===== config.mk =====
export PLATFORM = sky130hd
export DESIGN_NAME = ssc_channel
export DESIGN_NICKNAME = d
export VERILOG_FILES = /design/src/verilog/ssc_pkg.sv /design/src/verilog/ssc_channel.sv
export SDC_FILE = /design/constraint.sdc
export NUM_CORES = 1
export LEC_CHECK = 0
export BUFFER_PORTS_ARGS = -buffer_cell sky130_fd_sc_hd__buf_2
export CAP_MARGIN = 20
export CORE_AREA = 2 2 96 121
export CTS_CLUSTER_DIAMETER = 40
export DETAILED_ROUTE_END_ITERATION = 8
export DIE_AREA = 0 0 98 123
export GPL_ROUTABILITY_DRIVEN = 0
export HOLD_SLACK_MARGIN = 0.15
export MAX_ROUTING_LAYER = met4
export PLACE_DENSITY = 0.78
export SETUP_SLACK_MARGIN = 0.2
export SYNTH_ARGS = -nofsm -noshare
export SYNTH_HDL_FRONTEND = slang
export SYNTH_SLANG_ARGS = --single-unit

===== constraint.sdc =====
create_clock -name core_clk_in -period 2.1 [get_ports core_clk_in]
set_input_delay 0.105 -clock core_clk_in [delete_from_list [all_inputs] [get_ports core_clk_in]]
set_output_delay 0.105 -clock core_clk_in [all_outputs]
set_load 0.01 [all_outputs]

===== src/verilog/ssc_pkg.sv =====
// Constants and register map of the multimode synchronous serial channel.
// Assumes an AXI4-Lite master with 32-bit data and one clock domain.

package ssc_pkg;

	// ==========================================================
	// Register byte addresses
	localparam logic [7:0] SSC_ADDR_SHIFT = 8'h00;
	localparam logic [7:0] SSC_ADDR_OWN   = 8'h04;
	localparam logic [7:0] SSC_ADDR_MODE  = 8'h08;
	localparam logic [7:0] SSC_ADDR_BUS   = 8'h0c;
	localparam logic [7:0] SSC_ADDR_IRQT  = 8'h10;
	localparam logic [7:0] SSC_ADDR_CLK   = 8'h14;

	// ==========================================================
	// Mode control bit positions
	localparam int SSC_MODE_EN    = 7;
	localparam int SSC_MODE_MATCH = 6;
	localparam int SSC_MODE_WUP   = 5;
	localparam int SSC_MODE_LSB   = 2;

	// Bus control bit positions
	localparam int SSC_BUS_BUS_BUSY_ENABLE = 7;
	localparam int SSC_BUS_ACKD = 6;
	localparam int SSC_BUS_AUTO_ACK_ENABLE = 5;
	localparam int SSC_BUS_SOFT_ACK_TRIGGER = 4;
	localparam int SSC_BUS_STRD = 3;
	localparam int SSC_BUS_STPD = 2;
	localparam int SSC_BUS_STRT = 1;
	localparam int SSC_BUS_RELT = 0;

	// Interrupt timing bit positions
	localparam int SSC_IRQT_SIC  = 5;
	localparam int SSC_IRQT_MASK = 4;

	// ==========================================================
	// Reset values and counts
	localparam logic [7:0] SSC_RST_REG  = 8'h00;
	localparam logic [3:0] SSC_RST_CLK  = 4'h8;
	localparam logic [3:0] SSC_WORD_CNT = 4'h8;
	localparam logic [3:0] SSC_NINE_CNT = 4'h9;
	localparam logic [1:0] SSC_OKAY     = 2'h0;
	localparam logic [1:0] SSC_SLVERR   = 2'h2;

	typedef enum logic [1:0] {
		SSC_M_3W,
		SSC_M_2W,
		SSC_M_BUS
	} ssc_mode_e;

endpackage


===== src/verilog/ssc_channel.sv =====
// Multimode synchronous serial channel with AXI4-Lite register access.
// Assumes pins are synchronous to core_clk_in; open-drain pins are split
// into input, output and output enable, resolved outside.
//
// Register access over AXI4-Lite and the register offsets are this design's own decisions.
`timescale 1ns/1ps

module ssc_channel import ssc_pkg::*; (
	input  wire logic        core_clk_in,
	input  wire logic        sys_rst_in,
	input  wire logic [7:0]  s_axi_awaddr_in,
	input  wire logic        s_axi_awvalid_in,
	output logic             s_axi_awready_out,
	input  wire logic [31:0] s_axi_wdata_in,
	input  wire logic [3:0]  s_axi_wstrb_in,
	input  wire logic        s_axi_wvalid_in,
	output logic             s_axi_wready_out,
	output logic [1:0]       s_axi_bresp_out,
	output logic             s_axi_bvalid_out,
	input  wire logic        s_axi_bready_in,
	input  wire logic [7:0]  s_axi_araddr_in,
	input  wire logic        s_axi_arvalid_in,
	output logic             s_axi_arready_out,
	output logic [31:0]      s_axi_rdata_out,
	output logic [1:0]       s_axi_rresp_out,
	output logic             s_axi_rvalid_out,
	input  wire logic        s_axi_rready_in,
	input  wire logic        serial_clock_pin_in,
	output logic             serial_clock_pin_out,
	output logic             serial_clock_pin_oe_out,
	input  wire logic        serial_in_pin_in,
	output logic             serial_out_pin_out,
	output logic             serial_out_pin_oe_out,
	input  wire logic        bus_data_pin_a_in,
	output logic             bus_data_pin_a_out,
	output logic             bus_data_pin_a_oe_out,
	input  wire logic        bus_data_pin_b_in,
	output logic             bus_data_pin_b_out,
	output logic             bus_data_pin_b_oe_out,
	input  wire logic        timer2_output_in,
	output logic             transfer_irq_out
);

	// ==========================================================
	// Registers and state
	logic [7:0]  shift_data;
	logic [7:0]  own_bus_address;
	logic [7:0]  mode_control_reg;
	logic [7:0]  bus_control_reg;
	logic [7:0]  irq_timing_reg;
	logic [3:0]  clk_sel;
	logic        out_latch;
	logic [3:0]  bit_cnt;
	logic        busy;
	logic        ack_phase;
	logic        ack_drive;
	logic        addr_phase;
	logic        transfer_done_flag;
	logic        sclk_int;
	logic [7:0]  div_cnt;
	logic        ext_q;
	logic        tmr_q;
	logic        data_q;
	logic        aw_hold;
	logic        w_hold;
	logic [7:0]  aw_addr;
	logic [31:0] w_data;
	logic [3:0]  w_strb;
	logic        wr_fire;
	logic        shift_wr;
	ssc_mode_e   mode;

	wire enable    = mode_control_reg[SSC_MODE_EN];
	wire is_bus    = (mode == SSC_M_BUS);
	wire use_int   = mode_control_reg[1];
	wire ack_en    = bus_control_reg[SSC_BUS_AUTO_ACK_ENABLE];
	wire nine_wait = irq_timing_reg[1] & irq_timing_reg[0];
	wire wup_all   = mode_control_reg[SSC_MODE_WUP] & irq_timing_reg[SSC_IRQT_SIC];
	wire wr_byte   = w_strb[0];

	// Mode decode from mode control bits 4:3
	always_comb begin
		if (!mode_control_reg[4])
			mode = SSC_M_3W;
		else if (!mode_control_reg[3])
			mode = SSC_M_BUS;
		else
			mode = SSC_M_2W;
	end

	// ==========================================================
	// Serial clock source selection
	wire div_tick = (div_cnt == 8'h00);
	wire int_clk  = mode_control_reg[0] ? sclk_int : (tmr_q | ~busy); // Idle high between words
	wire ext_clk  = use_int ? int_clk : serial_clock_pin_in;
	wire src_clk  = ext_clk;
	wire sck_rise = src_clk & ~ext_q;
	wire sck_fall = ~src_clk & ext_q;
	wire data_in  = (mode == SSC_M_3W) ? serial_in_pin_in :
		(mode_control_reg[2] ? bus_data_pin_a_in : bus_data_pin_b_in);
	wire msb_first = (mode != SSC_M_3W) | ~mode_control_reg[SSC_MODE_LSB];

	// Internal divider: main clock over 2^(clk_sel-6)
	always_ff @(posedge core_clk_in) begin
		if (sys_rst_in) begin
			div_cnt  <= 8'h00;
			sclk_int <= 1'b1;
		end else if (busy && mode_control_reg[0]) begin
			if (div_tick) begin
				div_cnt  <= 8'((8'h01 << (clk_sel - SSC_RST_CLK + 4'h1)) - 8'h01);
				sclk_int <= ~sclk_int;
			end else begin
				div_cnt <= div_cnt - 8'h01;
			end
		end else begin
			div_cnt  <= 8'h00;
			sclk_int <= 1'b1;
		end
	end

	// Edge history of the selected clock, the timer output and the data line
	always_ff @(posedge core_clk_in) begin
		if (sys_rst_in) begin
			ext_q  <= 1'b1;
			tmr_q  <= 1'b0;
			data_q <= 1'b1;
		end else begin
			ext_q  <= src_clk;
			tmr_q  <= timer2_output_in;
			data_q <= data_in;
		end
	end

	// ==========================================================
	// Start and stop condition detection, bus mode only
	wire cond_ok  = is_bus & enable & ext_clk & ext_q;
	wire start_ev = cond_ok & data_q & ~data_in;
	wire stop_ev  = cond_ok & ~data_q & data_in;

	// ==========================================================
	// Transfer engine: counter, shifter, acknowledge
	wire gated_rise = busy & sck_rise;
	wire gated_fall = busy & sck_fall;
	wire [3:0] last_cnt = (is_bus && nine_wait) ? SSC_NINE_CNT : SSC_WORD_CNT;
	wire word_end   = gated_rise & (bit_cnt == SSC_WORD_CNT - 4'h1);
	wire [7:0] rx_word = msb_first ? {shift_data[6:0], data_in} : {data_in, shift_data[7:1]};
	// Ninth clock carries no data bit: compare the finished word
	wire [7:0] cmp_word = (bit_cnt == SSC_WORD_CNT) ? shift_data : rx_word;
	wire cmp_mask = irq_timing_reg[SSC_IRQT_MASK];
	wire match_now = (cmp_word[7:1] == own_bus_address[7:1]) &
		(cmp_mask | (cmp_word[0] == own_bus_address[0]));

	always_ff @(posedge core_clk_in) begin
		if (sys_rst_in) begin
			busy      <= 1'b0;
			bit_cnt   <= 4'h0;
			ack_phase <= 1'b0;
			addr_phase <= 1'b0;
		end else if (!enable) begin
			busy      <= 1'b0;
			bit_cnt   <= 4'h0;
			ack_phase <= 1'b0;
			addr_phase <= 1'b0;
		end else begin
			if (start_ev)
				addr_phase <= 1'b1;
			else if (word_end)
				addr_phase <= 1'b0;
			if (shift_wr && !busy) begin
				busy    <= 1'b1;
				bit_cnt <= 4'h0;
			end else if (gated_rise) begin
				bit_cnt <= bit_cnt + 4'h1;
				if (bit_cnt + 4'h1 == last_cnt) begin
					busy <= 1'b0;
				end
			end
			ack_phase <= busy && is_bus && (bit_cnt == SSC_WORD_CNT);
		end
	end

	// Shift register: written by software, shifted by the serial clock
	always_ff @(posedge core_clk_in) begin
		if (shift_wr && enable && !busy)
			shift_data <= w_data[7:0];
		else if (gated_rise && bit_cnt < SSC_WORD_CNT)
			shift_data <= rx_word;
	end

	// Own bus address, no reset value
	always_ff @(posedge core_clk_in) begin
		if (wr_fire && wr_byte && aw_addr == SSC_ADDR_OWN)
			own_bus_address <= w_data[7:0];
	end

	// Output level latch: loaded on falling edge, set or cleared by software
	always_ff @(posedge core_clk_in) begin
		if (sys_rst_in)
			out_latch <= 1'b1;
		else if (wr_fire && wr_byte && aw_addr == SSC_ADDR_BUS && w_data[SSC_BUS_STRT])
			out_latch <= 1'b0;
		else if (wr_fire && wr_byte && aw_addr == SSC_ADDR_BUS && w_data[SSC_BUS_RELT])
			out_latch <= 1'b1;
		else if (shift_wr && enable && !busy)
			out_latch <= msb_first ? w_data[7] : w_data[0];
		else if (gated_fall && bit_cnt < SSC_WORD_CNT)
			out_latch <= msb_first ? shift_data[7] : shift_data[0];
	end

	// Acknowledge drive: auto at ninth falling edge (nine-clock wait only) or software trigger
	always_ff @(posedge core_clk_in) begin
		if (sys_rst_in || !enable || !is_bus)
			ack_drive <= 1'b0;
		else if (gated_fall && bit_cnt == SSC_WORD_CNT && ack_en)
			ack_drive <= 1'b1;
		else if (sck_fall && bus_control_reg[SSC_BUS_SOFT_ACK_TRIGGER])
			ack_drive <= 1'b1;
		else if (gated_fall || (!busy && sck_fall && !bus_control_reg[SSC_BUS_SOFT_ACK_TRIGGER]))
			ack_drive <= 1'b0;
	end

	// ==========================================================
	// Completion flag and interrupt generation
	wire word_irq = word_end && !(is_bus && nine_wait);
	wire nine_irq = gated_rise && bit_cnt == SSC_WORD_CNT;
	wire any_end  = word_irq | nine_irq;
	wire irq_ev   = wup_all ? ((any_end && addr_phase && match_now) || stop_ev) : any_end;

	always_ff @(posedge core_clk_in) begin
		if (sys_rst_in)
			transfer_done_flag <= 1'b0;
		else if (irq_ev)
			transfer_done_flag <= 1'b1;
		else if (shift_wr)
			transfer_done_flag <= 1'b0;
	end

	always_ff @(posedge core_clk_in) begin
		if (sys_rst_in)
			transfer_irq_out <= 1'b0;
		else
			transfer_irq_out <= irq_ev;
	end

	// ==========================================================
	// Control registers
	always_ff @(posedge core_clk_in) begin
		if (sys_rst_in) begin
			mode_control_reg <= SSC_RST_REG;
			irq_timing_reg   <= SSC_RST_REG;
			clk_sel          <= SSC_RST_CLK;
		end else begin
			if (wr_fire && wr_byte && aw_addr == SSC_ADDR_MODE) begin
				mode_control_reg[7]   <= w_data[7];
				mode_control_reg[5:0] <= w_data[5:0];
			end
			if (wr_fire && wr_byte && aw_addr == SSC_ADDR_IRQT)
				irq_timing_reg <= {2'h0, w_data[5:0]};
			if (wr_fire && wr_byte && aw_addr == SSC_ADDR_CLK)
				clk_sel <= w_data[3:0];
			if (!enable)
				mode_control_reg[SSC_MODE_MATCH] <= 1'b0;
			else if (any_end && (is_bus || mode == SSC_M_2W))
				mode_control_reg[SSC_MODE_MATCH] <= match_now;
		end
	end

	// Bus control: writable bits plus hardware status bits
	always_ff @(posedge core_clk_in) begin
		if (sys_rst_in) begin
			bus_control_reg <= SSC_RST_REG;
		end else if (!enable) begin
			bus_control_reg <= {bus_control_reg[7], 1'b0, bus_control_reg[5], 5'h00};
		end else begin
			if (wr_fire && wr_byte && aw_addr == SSC_ADDR_BUS) begin
				bus_control_reg[SSC_BUS_BUS_BUSY_ENABLE] <= w_data[SSC_BUS_BUS_BUSY_ENABLE];
				bus_control_reg[SSC_BUS_AUTO_ACK_ENABLE] <= w_data[SSC_BUS_AUTO_ACK_ENABLE];
				bus_control_reg[SSC_BUS_SOFT_ACK_TRIGGER] <= w_data[SSC_BUS_SOFT_ACK_TRIGGER];
			end else if (shift_wr || (sck_fall && !busy)) begin
				bus_control_reg[SSC_BUS_SOFT_ACK_TRIGGER] <= 1'b0;
			end
			bus_control_reg[SSC_BUS_STRT] <= 1'b0;
			bus_control_reg[SSC_BUS_RELT] <= 1'b0;
			if (start_ev)
				bus_control_reg[SSC_BUS_STRD] <= 1'b1;
			else if (stop_ev || shift_wr)
				bus_control_reg[SSC_BUS_STRD] <= 1'b0;
			if (stop_ev)
				bus_control_reg[SSC_BUS_STPD] <= 1'b1;                   // set wins
			else if ((any_end && addr_phase && !match_now) || start_ev)
				bus_control_reg[SSC_BUS_STPD] <= 1'b0;
			if (is_bus && ack_phase && sck_rise && !data_in)
				bus_control_reg[SSC_BUS_ACKD] <= 1'b1;
			else if (shift_wr)
				bus_control_reg[SSC_BUS_ACKD] <= 1'b0;
		end
	end

	// ==========================================================
	// Pin drive; open-drain lines drive low only
	wire line_low = is_bus ? (~out_latch | ack_drive) : ~out_latch;
	always_ff @(posedge core_clk_in) begin
		if (sys_rst_in) begin
			serial_clock_pin_out    <= 1'b1;
			serial_clock_pin_oe_out <= 1'b0;
			serial_out_pin_out      <= 1'b1;
			serial_out_pin_oe_out   <= 1'b0;
			bus_data_pin_a_out      <= 1'b0;
			bus_data_pin_a_oe_out   <= 1'b0;
			bus_data_pin_b_out      <= 1'b0;
			bus_data_pin_b_oe_out   <= 1'b0;
		end else begin
			serial_clock_pin_out    <= int_clk;
			serial_clock_pin_oe_out <= enable & use_int &
				((mode == SSC_M_3W) | ~int_clk);
			serial_out_pin_out      <= out_latch;
			serial_out_pin_oe_out   <= enable & (mode == SSC_M_3W);
			bus_data_pin_a_out      <= 1'b0;
			bus_data_pin_a_oe_out   <= enable & (mode != SSC_M_3W) & mode_control_reg[2] & line_low;
			bus_data_pin_b_out      <= 1'b0;
			bus_data_pin_b_oe_out   <= enable & (mode != SSC_M_3W) & ~mode_control_reg[2] & line_low;
		end
	end

	// ==========================================================
	// AXI4-Lite write channel: address and data in either order
	assign wr_fire  = aw_hold & w_hold & ~s_axi_bvalid_out;
	assign shift_wr = wr_fire & wr_byte & (aw_addr == SSC_ADDR_SHIFT);

	always_ff @(posedge core_clk_in) begin
		if (sys_rst_in) begin
			aw_hold           <= 1'b0;
			w_hold            <= 1'b0;
			aw_addr           <= 8'h00;
			w_data            <= 32'h0;
			w_strb            <= 4'h0;
			s_axi_awready_out <= 1'b1;
			s_axi_wready_out  <= 1'b1;
			s_axi_bvalid_out  <= 1'b0;
			s_axi_bresp_out   <= SSC_OKAY;
		end else begin
			if (s_axi_awvalid_in && s_axi_awready_out) begin
				aw_hold           <= 1'b1;
				aw_addr           <= s_axi_awaddr_in;
				s_axi_awready_out <= 1'b0;
			end
			if (s_axi_wvalid_in && s_axi_wready_out) begin
				w_hold           <= 1'b1;
				w_data           <= s_axi_wdata_in;
				w_strb           <= s_axi_wstrb_in;
				s_axi_wready_out <= 1'b0;
			end
			if (wr_fire) begin
				aw_hold          <= 1'b0;
				w_hold           <= 1'b0;
				s_axi_bvalid_out <= 1'b1;
				s_axi_bresp_out  <= (aw_addr <= SSC_ADDR_CLK && aw_addr[1:0] == 2'h0) ?
					SSC_OKAY : SSC_SLVERR;
			end
			if (s_axi_bvalid_out && s_axi_bready_in) begin
				s_axi_bvalid_out  <= 1'b0;
				s_axi_awready_out <= 1'b1;
				s_axi_wready_out  <= 1'b1;
			end
		end
	end

	// AXI4-Lite read channel with address decode
	always_ff @(posedge core_clk_in) begin
		if (sys_rst_in) begin
			s_axi_arready_out <= 1'b1;
			s_axi_rvalid_out  <= 1'b0;
			s_axi_rdata_out   <= 32'h0;
			s_axi_rresp_out   <= SSC_OKAY;
		end else if (s_axi_arvalid_in && s_axi_arready_out) begin
			s_axi_arready_out <= 1'b0;
			s_axi_rvalid_out  <= 1'b1;
			s_axi_rresp_out   <= SSC_OKAY;
			if (s_axi_araddr_in == SSC_ADDR_SHIFT)
				s_axi_rdata_out <= {24'h0, shift_data};
			else if (s_axi_araddr_in == SSC_ADDR_OWN)
				s_axi_rdata_out <= {24'h0, own_bus_address};
			else if (s_axi_araddr_in == SSC_ADDR_MODE)
				s_axi_rdata_out <= {23'h0, transfer_done_flag, mode_control_reg};
			else if (s_axi_araddr_in == SSC_ADDR_BUS)
				s_axi_rdata_out <= {24'h0, bus_control_reg};
			else if (s_axi_araddr_in == SSC_ADDR_IRQT)
				s_axi_rdata_out <= {24'h0, irq_timing_reg};
			else if (s_axi_araddr_in == SSC_ADDR_CLK)
				s_axi_rdata_out <= {28'h0, clk_sel};
			else begin
				s_axi_rdata_out <= 32'h0;
				s_axi_rresp_out <= SSC_SLVERR;
			end
		end else if (s_axi_rvalid_out && s_axi_rready_in) begin
			s_axi_rvalid_out  <= 1'b0;
			s_axi_arready_out <= 1'b1;
		end
	end

endmodule


# After elaboration in Yosys (flattened, before gate mapping)

Cells that the tools add are included.

Output and inout port bits: 50
Register bits: 131
Logic and storage cells: 245
Bits of input ports: 64

Magnitude comparators: 2
Shifts and indexed selects: 1
Muxes and demuxes: 54
Eq/ne operators: 17
$add $sub $neg: 5
Bitwise operators: 45
Reductions and logical operators: 77

Operators with widths:

| kind                | count |
|---|---|
| $mux 8              | 6 |
| $logic_and 1x1->1   | 37 |
| $mux 1              | 34 |
| $eq 8x4->1 const B  | 4 |
| $eq 8x5->1 const B  | 4 |
| $and 1x1->1         | 27 |
| $mux 9              | 3 |
| $logic_not 8->1     | 3 |
| $reduce_bool 2->1   | 11 |
| $mux 2              | 9 |
| $eq 8x3->1 const B  | 2 |
| $sub 8x1->8 const B | 2 |
| $not 1->1           | 12 |
| $add 4x1->4 const B | 2 |
| $le 8x5->1 const B  | 1 |
| $logic_or 1x1->1    | 8 |
| $reduce_or 2->1     | 4 |
| $shl 1x4->8 const A | 1 |
| $eq 7x7->1          | 1 |
| $logic_not 1->1     | 7 |
| $mux 6              | 1 |
| $or 1x1->1          | 6 |
| $eq 4x3->1 const B  | 1 |
| $eq 4x4->1          | 1 |
| other kinds (12)    | 14 |

# Longest topological paths before layout

Depth in word-level cells: 14
Gate-level depth with buffers: 11
Depth with buffers taken out: 9

# Worst setup path after synthesis

No wires, ideal clock.

Path kind: register -> register
Start point: reg mode_control_reg[4]
End point: reg mode_control_reg[6]
Arrival: 2.249 ns
Period minus slack after synthesis: 2.365 ns
Cell stages (with the launch flop): 11
Slack: -0.265 ns
Path buffers: 1
Data required time: 1.984 ns
Library setup time: 0.116 ns
Cell sequence: dfxtp_1 nor2b_1 inv_1 ha_1 buf_2 nand2_4 mux2i_1 a211oi_1 a221o_1 and3_1 a31o_2

Word-level cells in the longest chain between the ends: 8
Elaborated cells on any way between the ends: 19
Those cells by class: eq/ne (4); mux (4); bitwise (4); reduce/logical (7)

RTL lines:

| item                                                        | line                                  | text |
|---|---|---|
| start, declared                                             | ssc_channel.sv:48                     | `logic [7:0] mode_control_reg;` |
| start signal, assigned                                      | ssc_channel.sv:255                    | `mode_control_reg[5:0] <= w_data[5:0];` |
| start signal, assigned by index                             | ssc_channel.sv:264                    | `mode_control_reg[SSC_MODE_MATCH] <= match_now;` |
| $mux 2 *                                                    | ssc_channel.sv:83                     | `if (!mode_control_reg[4])` |
| $logic_not 2->1 / $reduce_bool 2->1 (equally long branches) | ssc_channel.sv:99, ssc_channel.sv:101 |  |
| $mux 1 / $or 1x1->1 (equally long branches)                 | ssc_channel.sv:99, ssc_channel.sv:101 |  |
| $mux 8                                                      | ssc_channel.sv:146                    | `wire [7:0] rx_word = msb_first ? {shift_data[6:0], data_in} : {data_in, shift_data[7:1]};` |
| $mux 8                                                      | ssc_channel.sv:148                    | `wire [7:0] cmp_word = (bit_cnt == SSC_WORD_CNT) ? shift_data : rx_word;` |
| $eq 1x1->1                                                  | ssc_channel.sv:151                    | `(cmp_mask \| (cmp_word[0] == own_bus_address[0]));` |
| $or 1x1->1                                                  | ssc_channel.sv:151                    |  |
| $and 1x1->1                                                 | ssc_channel.sv:150                    | `wire match_now = (cmp_word[7:1] == own_bus_address[7:1]) &` |

Mark *: on every way between the ends. The rest lies on a longest branch, timed or not.
A chain may end at the register's enable or synchronous reset.

# Worst setup path after layout

Start point: reg mode_control_reg[4]
End point: reg transfer_done_flag

Word-level cells in the longest chain between the ends: 12
Elaborated cells on any way between the ends: 27
Those cells by class: eq/ne (3); mux (6); bitwise (9); reduce/logical (9)

RTL lines:

| item                                                        | line                                  | text |
|---|---|---|
| $mux 2 *                                                    | ssc_channel.sv:83                     |  |
| $logic_not 2->1 / $reduce_bool 2->1 (equally long branches) | ssc_channel.sv:99, ssc_channel.sv:101 |  |
| $mux 1 / $or 1x1->1 (equally long branches)                 | ssc_channel.sv:99, ssc_channel.sv:101 |  |
| $mux 8                                                      | ssc_channel.sv:146                    |  |
| $mux 8                                                      | ssc_channel.sv:148                    |  |
| $eq 1x1->1                                                  | ssc_channel.sv:151                    |  |
| $or 1x1->1                                                  | ssc_channel.sv:151                    |  |
| $and 1x1->1                                                 | ssc_channel.sv:150                    |  |
| $logic_and 1x1->1                                           | ssc_channel.sv:227                    | `wire irq_ev = wup_all ? ((any_end && addr_phase && match_now) \|\| stop_ev) : any_end;` |
| $logic_or 1x1->1                                            | ssc_channel.sv:227                    |  |
| $mux 1 *                                                    | ssc_channel.sv:227                    |  |
| $mux 1 / $reduce_bool 2->1 (equally long branches)          | -                                     |  |
| end signal, assigned                                        | ssc_channel.sv:231                    | `transfer_done_flag <= 1'b0;` |
| end signal, assigned                                        | ssc_channel.sv:233                    | `transfer_done_flag <= 1'b1;` |
| end signal, assigned                                        | ssc_channel.sv:235                    | `transfer_done_flag <= 1'b0;` |
| end, declared                                               | ssc_channel.sv:58                     | `logic transfer_done_flag;` |

Marks and branches as above.

==> summary.md <==
| Metric | Value |
|---|---|
| Post-synth ARST share | 0% |
| Clk buf depth | 2 |
| Cell count after synthesis | between 600 and 700 |
| Clock transition at path regs | about 0.070 ns |
| Startpoint types | register |
| Worst EP arrival | 2.44 ns |
| Fin nets | 811 |
| Worst-path fanout max | 6 |
| Hpwl dp | 10.5 mm |
| # rows | 43 |
| Final hold violation count | 0 |
| Register area share after synthesis | between 40% and 50% |
| Share of cells above drive strength 1 | between 20% and 30% |
| Reg with most FFs | s_axi_rdata_out |
| WL met3 | about 870 um |
| Power density cells | slightly below 600 nW/um^2 |
| # Max-Cap Violations | 0 |
| Area of the core | ~11000 sq um |
| H-tree levels | 3 |
| Slew @ Worst Pin | 0.547 ns |
| CTS Buf Count | 9 |
| Drt total wl | between 15 and 20 mm |
| Worst path max stage delay | 0.42 ns |
| Crit path kind | reg2reg |
| Footprint of the multi-input gates | about 3000 sq um |
| Status | finished, violations left |
| WL met1 | between 5 and 6 mm |
| IO Port Bufs | 59 |
| Final ANT Viol Nets | 0 |
| Sequential cell area | 2250 sq um |
| Number of flops mapped to enable cells by yosys | 16 |
| Initial DRC count | 371 |
| Vias per cell | ~5.7 |
| Pre-CTS WS | -0.0939 ns |
| Synth Register Bits | roughly 100 |
| CTS sink cnt | 104 |
| Max VDD drop | 0.473 mV |
| Fill count | 865 |
| Initial Util | around half |
| Final worst path period need | around 2.2 ns |
| Final Max Tran Viols | 0 |
| DR WL/cell | around 17 um |
| DRC errors left | 0 |
| Final instance area | ~7000 sq um |
| Largest net degree at the start of global routing | 38 |
| Final setup margin | -0.0683 ns |
| First-pass GRT wire length | about 23 mm |
| Routed wl met2 | 7.84 mm |
| Skew final | around 0.0060 ns |
| Vias in the first global route | between 4k and 5k |
| Top_reg_cell synth | dfxtp_1 |
| Synth cell types | 71 |
| Setup TNS | -0.191 ns |
| Final setup vio count | 4 |
| Required time of the worst setup path | ~2.4 ns |
| I/O pins | between 100 and 150 |
| Die area | ~12000 sq um |
| Gr ovfl total | 0 |
| Max-Slew Margin vs Limit | 63.5% |
| Vias | between 4k and 5k |
| Antenna violations before repair | 0 |
| Worst path cell trace | nor2b_4, inv_4, ha_4, nand2_8, mux2i_1, a2111o_1, a211oi_2, nand4_1, o211ai_1 |
| RSZ-0062 raised after global routing | true |
| Post-synthesis cell area | approximately 5400 sq um |
| Die H | roughly 120 um |
| Leak Pwr | about 2.9 nW |
| Commonest cells post-synth | dfxtp_1 (88), nand2_1 (66), nor2_1 (65) |
| Global-route usage over all layers | 25.0% |
| Syn_area_per_cell | 8.83 sq um |
| Crit. End Element | register |
| Share of the synthesized area in the top cell type | between 30% and 40% |
| Die width | between 90 and 100 um |
| Fmax | 0.461 GHz |
| Pre-antenna DRT Iters | 5 |
| Clk_lat worst skew | between 0.3 and 0.4 ns |
| Yosys warnings | 0 |
| Post-synth top area cell | dfxtp_1 |
| Worst Hold Class | in2reg |
| Area growth, synth to finish | 30.4% |
| Ratio of final minimum period to clock period | 103% |
| CTS tree | built |
| ANT cells | 0 |
| Violated checks | setup timing |
| Uppermost layer routed | met4 |
| Hold Slack | approximately 0.22 ns |
| Top-count cell post-synth | dfxtp_1 |
| Largest register FFs | 9 |
| Cell area after placement | approximately 6000 sq um |
| Synth top area cells | dfxtp_1 (33%), edfxtp_1 (8.9%), mux2i_1 (5.2%), a21oi_1 (5.1%), nand2_1 (4.6%) |
| Clock Root Buffer | clkbuf_16 |
| Critical-path top delay cell | a2111o_1 |
==> kinds of logic after synthesis <==
group | after synthesis | synth area share (%)
DFF | 104 | 41.8
muxes | 33 | 6.97
AOI/OAI and AO/OA | 130 | 15.8
buffers and inverters | 77 | 7.67
and+or+nand+nor | 235 | 22.7
other | 1 | 0.0698
adders and majority gates | 7 | 1.63
xor gates and xnor gates | 21 | 3.43
==> final cells by class <==
cell class,instances,share of cell area [%]
Multi-Input combinational cell,453,44.0
Clock buffer,11,3.47
Sequential cell,104,32.1
Clock inverter,5,0.893
Tap cell,135,2.41
Inverter,21,1.16
Timing Repair Buffer,151,15.9
==> stage by stage <==
| step | utilization, % | cells | total power, mW |
|---|---|---|---|
| 2_1_floorplan | - | 634 | 2.36 |
| 3_3_place_gp | 55.1 | 815 | 2.42 |
| 3_5_place_dp | 55.1 | 815 | 2.43 |
| 4_1_cts | 62.3 | 874 | 4.17 |
| 5_1_grt | 64.1 | 880 | 4.31 |
| 6_report | 64.1 | 880 | 4.16 |
==> layout by cell type (no fill, tap or decap), types with 5 or more instances in the layout <==
master and n:
clkbuf_16 9, edfxtp_1 16, dfxtp_2 5, mux2i_1 25
inv_1 19, dlygate4sd3_1 31, nand2b_1 11, o21ai_0 16
buf_6 7, a31oi_1 9, xnor2_1 13, a211oi_1 8
nor2_1 61, nand3b_1 6, nor3_1 16, nand3_1 14
nand2_1 63, xor2_1 7, nand4_1 6, dfxtp_1 83
a21oi_1 50, conb_1 27, buf_2 59, buf_4 52
==> critical path, delay by kind of cell (launching register included) <==
| family | cells | cell delay, ns |
|---|---|---|
| flops | 1 | 0.35 |
| buf+inv | 1 | 0.06 |
| compound gates | 3 | 0.90 |
| mux | 1 | 0.13 |
| simple gates | 3 | 0.44 |
| fa+ha+maj | 1 | 0.18 |
==> path summary, 6_finish.rpt <==
| check | start | end | slack, ns | cells past startpoint |
|---|---|---|---|---|
| setup reg to reg | mode_control_reg[4] | transfer_done_flag | -0.07 | 9 |
| setup / recovery | mode_control_reg[4] | transfer_done_flag | -0.07 | 9 |
| hold / removal | s_axi_araddr_in[3] | s_axi_rresp_out[1] | 0.22 | 3 |
| hold reg to reg | aw_addr[0] | aw_addr[0] | 0.46 | 2 |
==> metal layers <==
metal | vias up | global-route usage [%]
li1 | 2356 | -
met1 | 2326 | 26.6
met2 | 216 | 43.6
met3 | 78 | 3.79
met4 | 0 | 16.3
met5 | - | -
==> where the power goes <==
group / total [mW] / switching [mW] / internal, mW / leakage [nW]
registers: 2.11 / 0.0515 / 2.06 / 0.869
clock network: 1.72 / 0.751 / 0.969 / 0.151
logic: 0.330 / 0.181 / 0.150 / 1.84
==> repair_timing <==
| action | CTS | global route |
|---|---|---|
| pin swaps | 17 | 23 |
| setup endpoints to repair | 23 | 36 |
| hold endpoints to repair | 23 | 0 |
| hold buffers | 31 | 0 |
| gates resized for setup | 16 | 33 |
| buffers inserted | 12 | 6 |
Power figures use the tool's default switching activity.
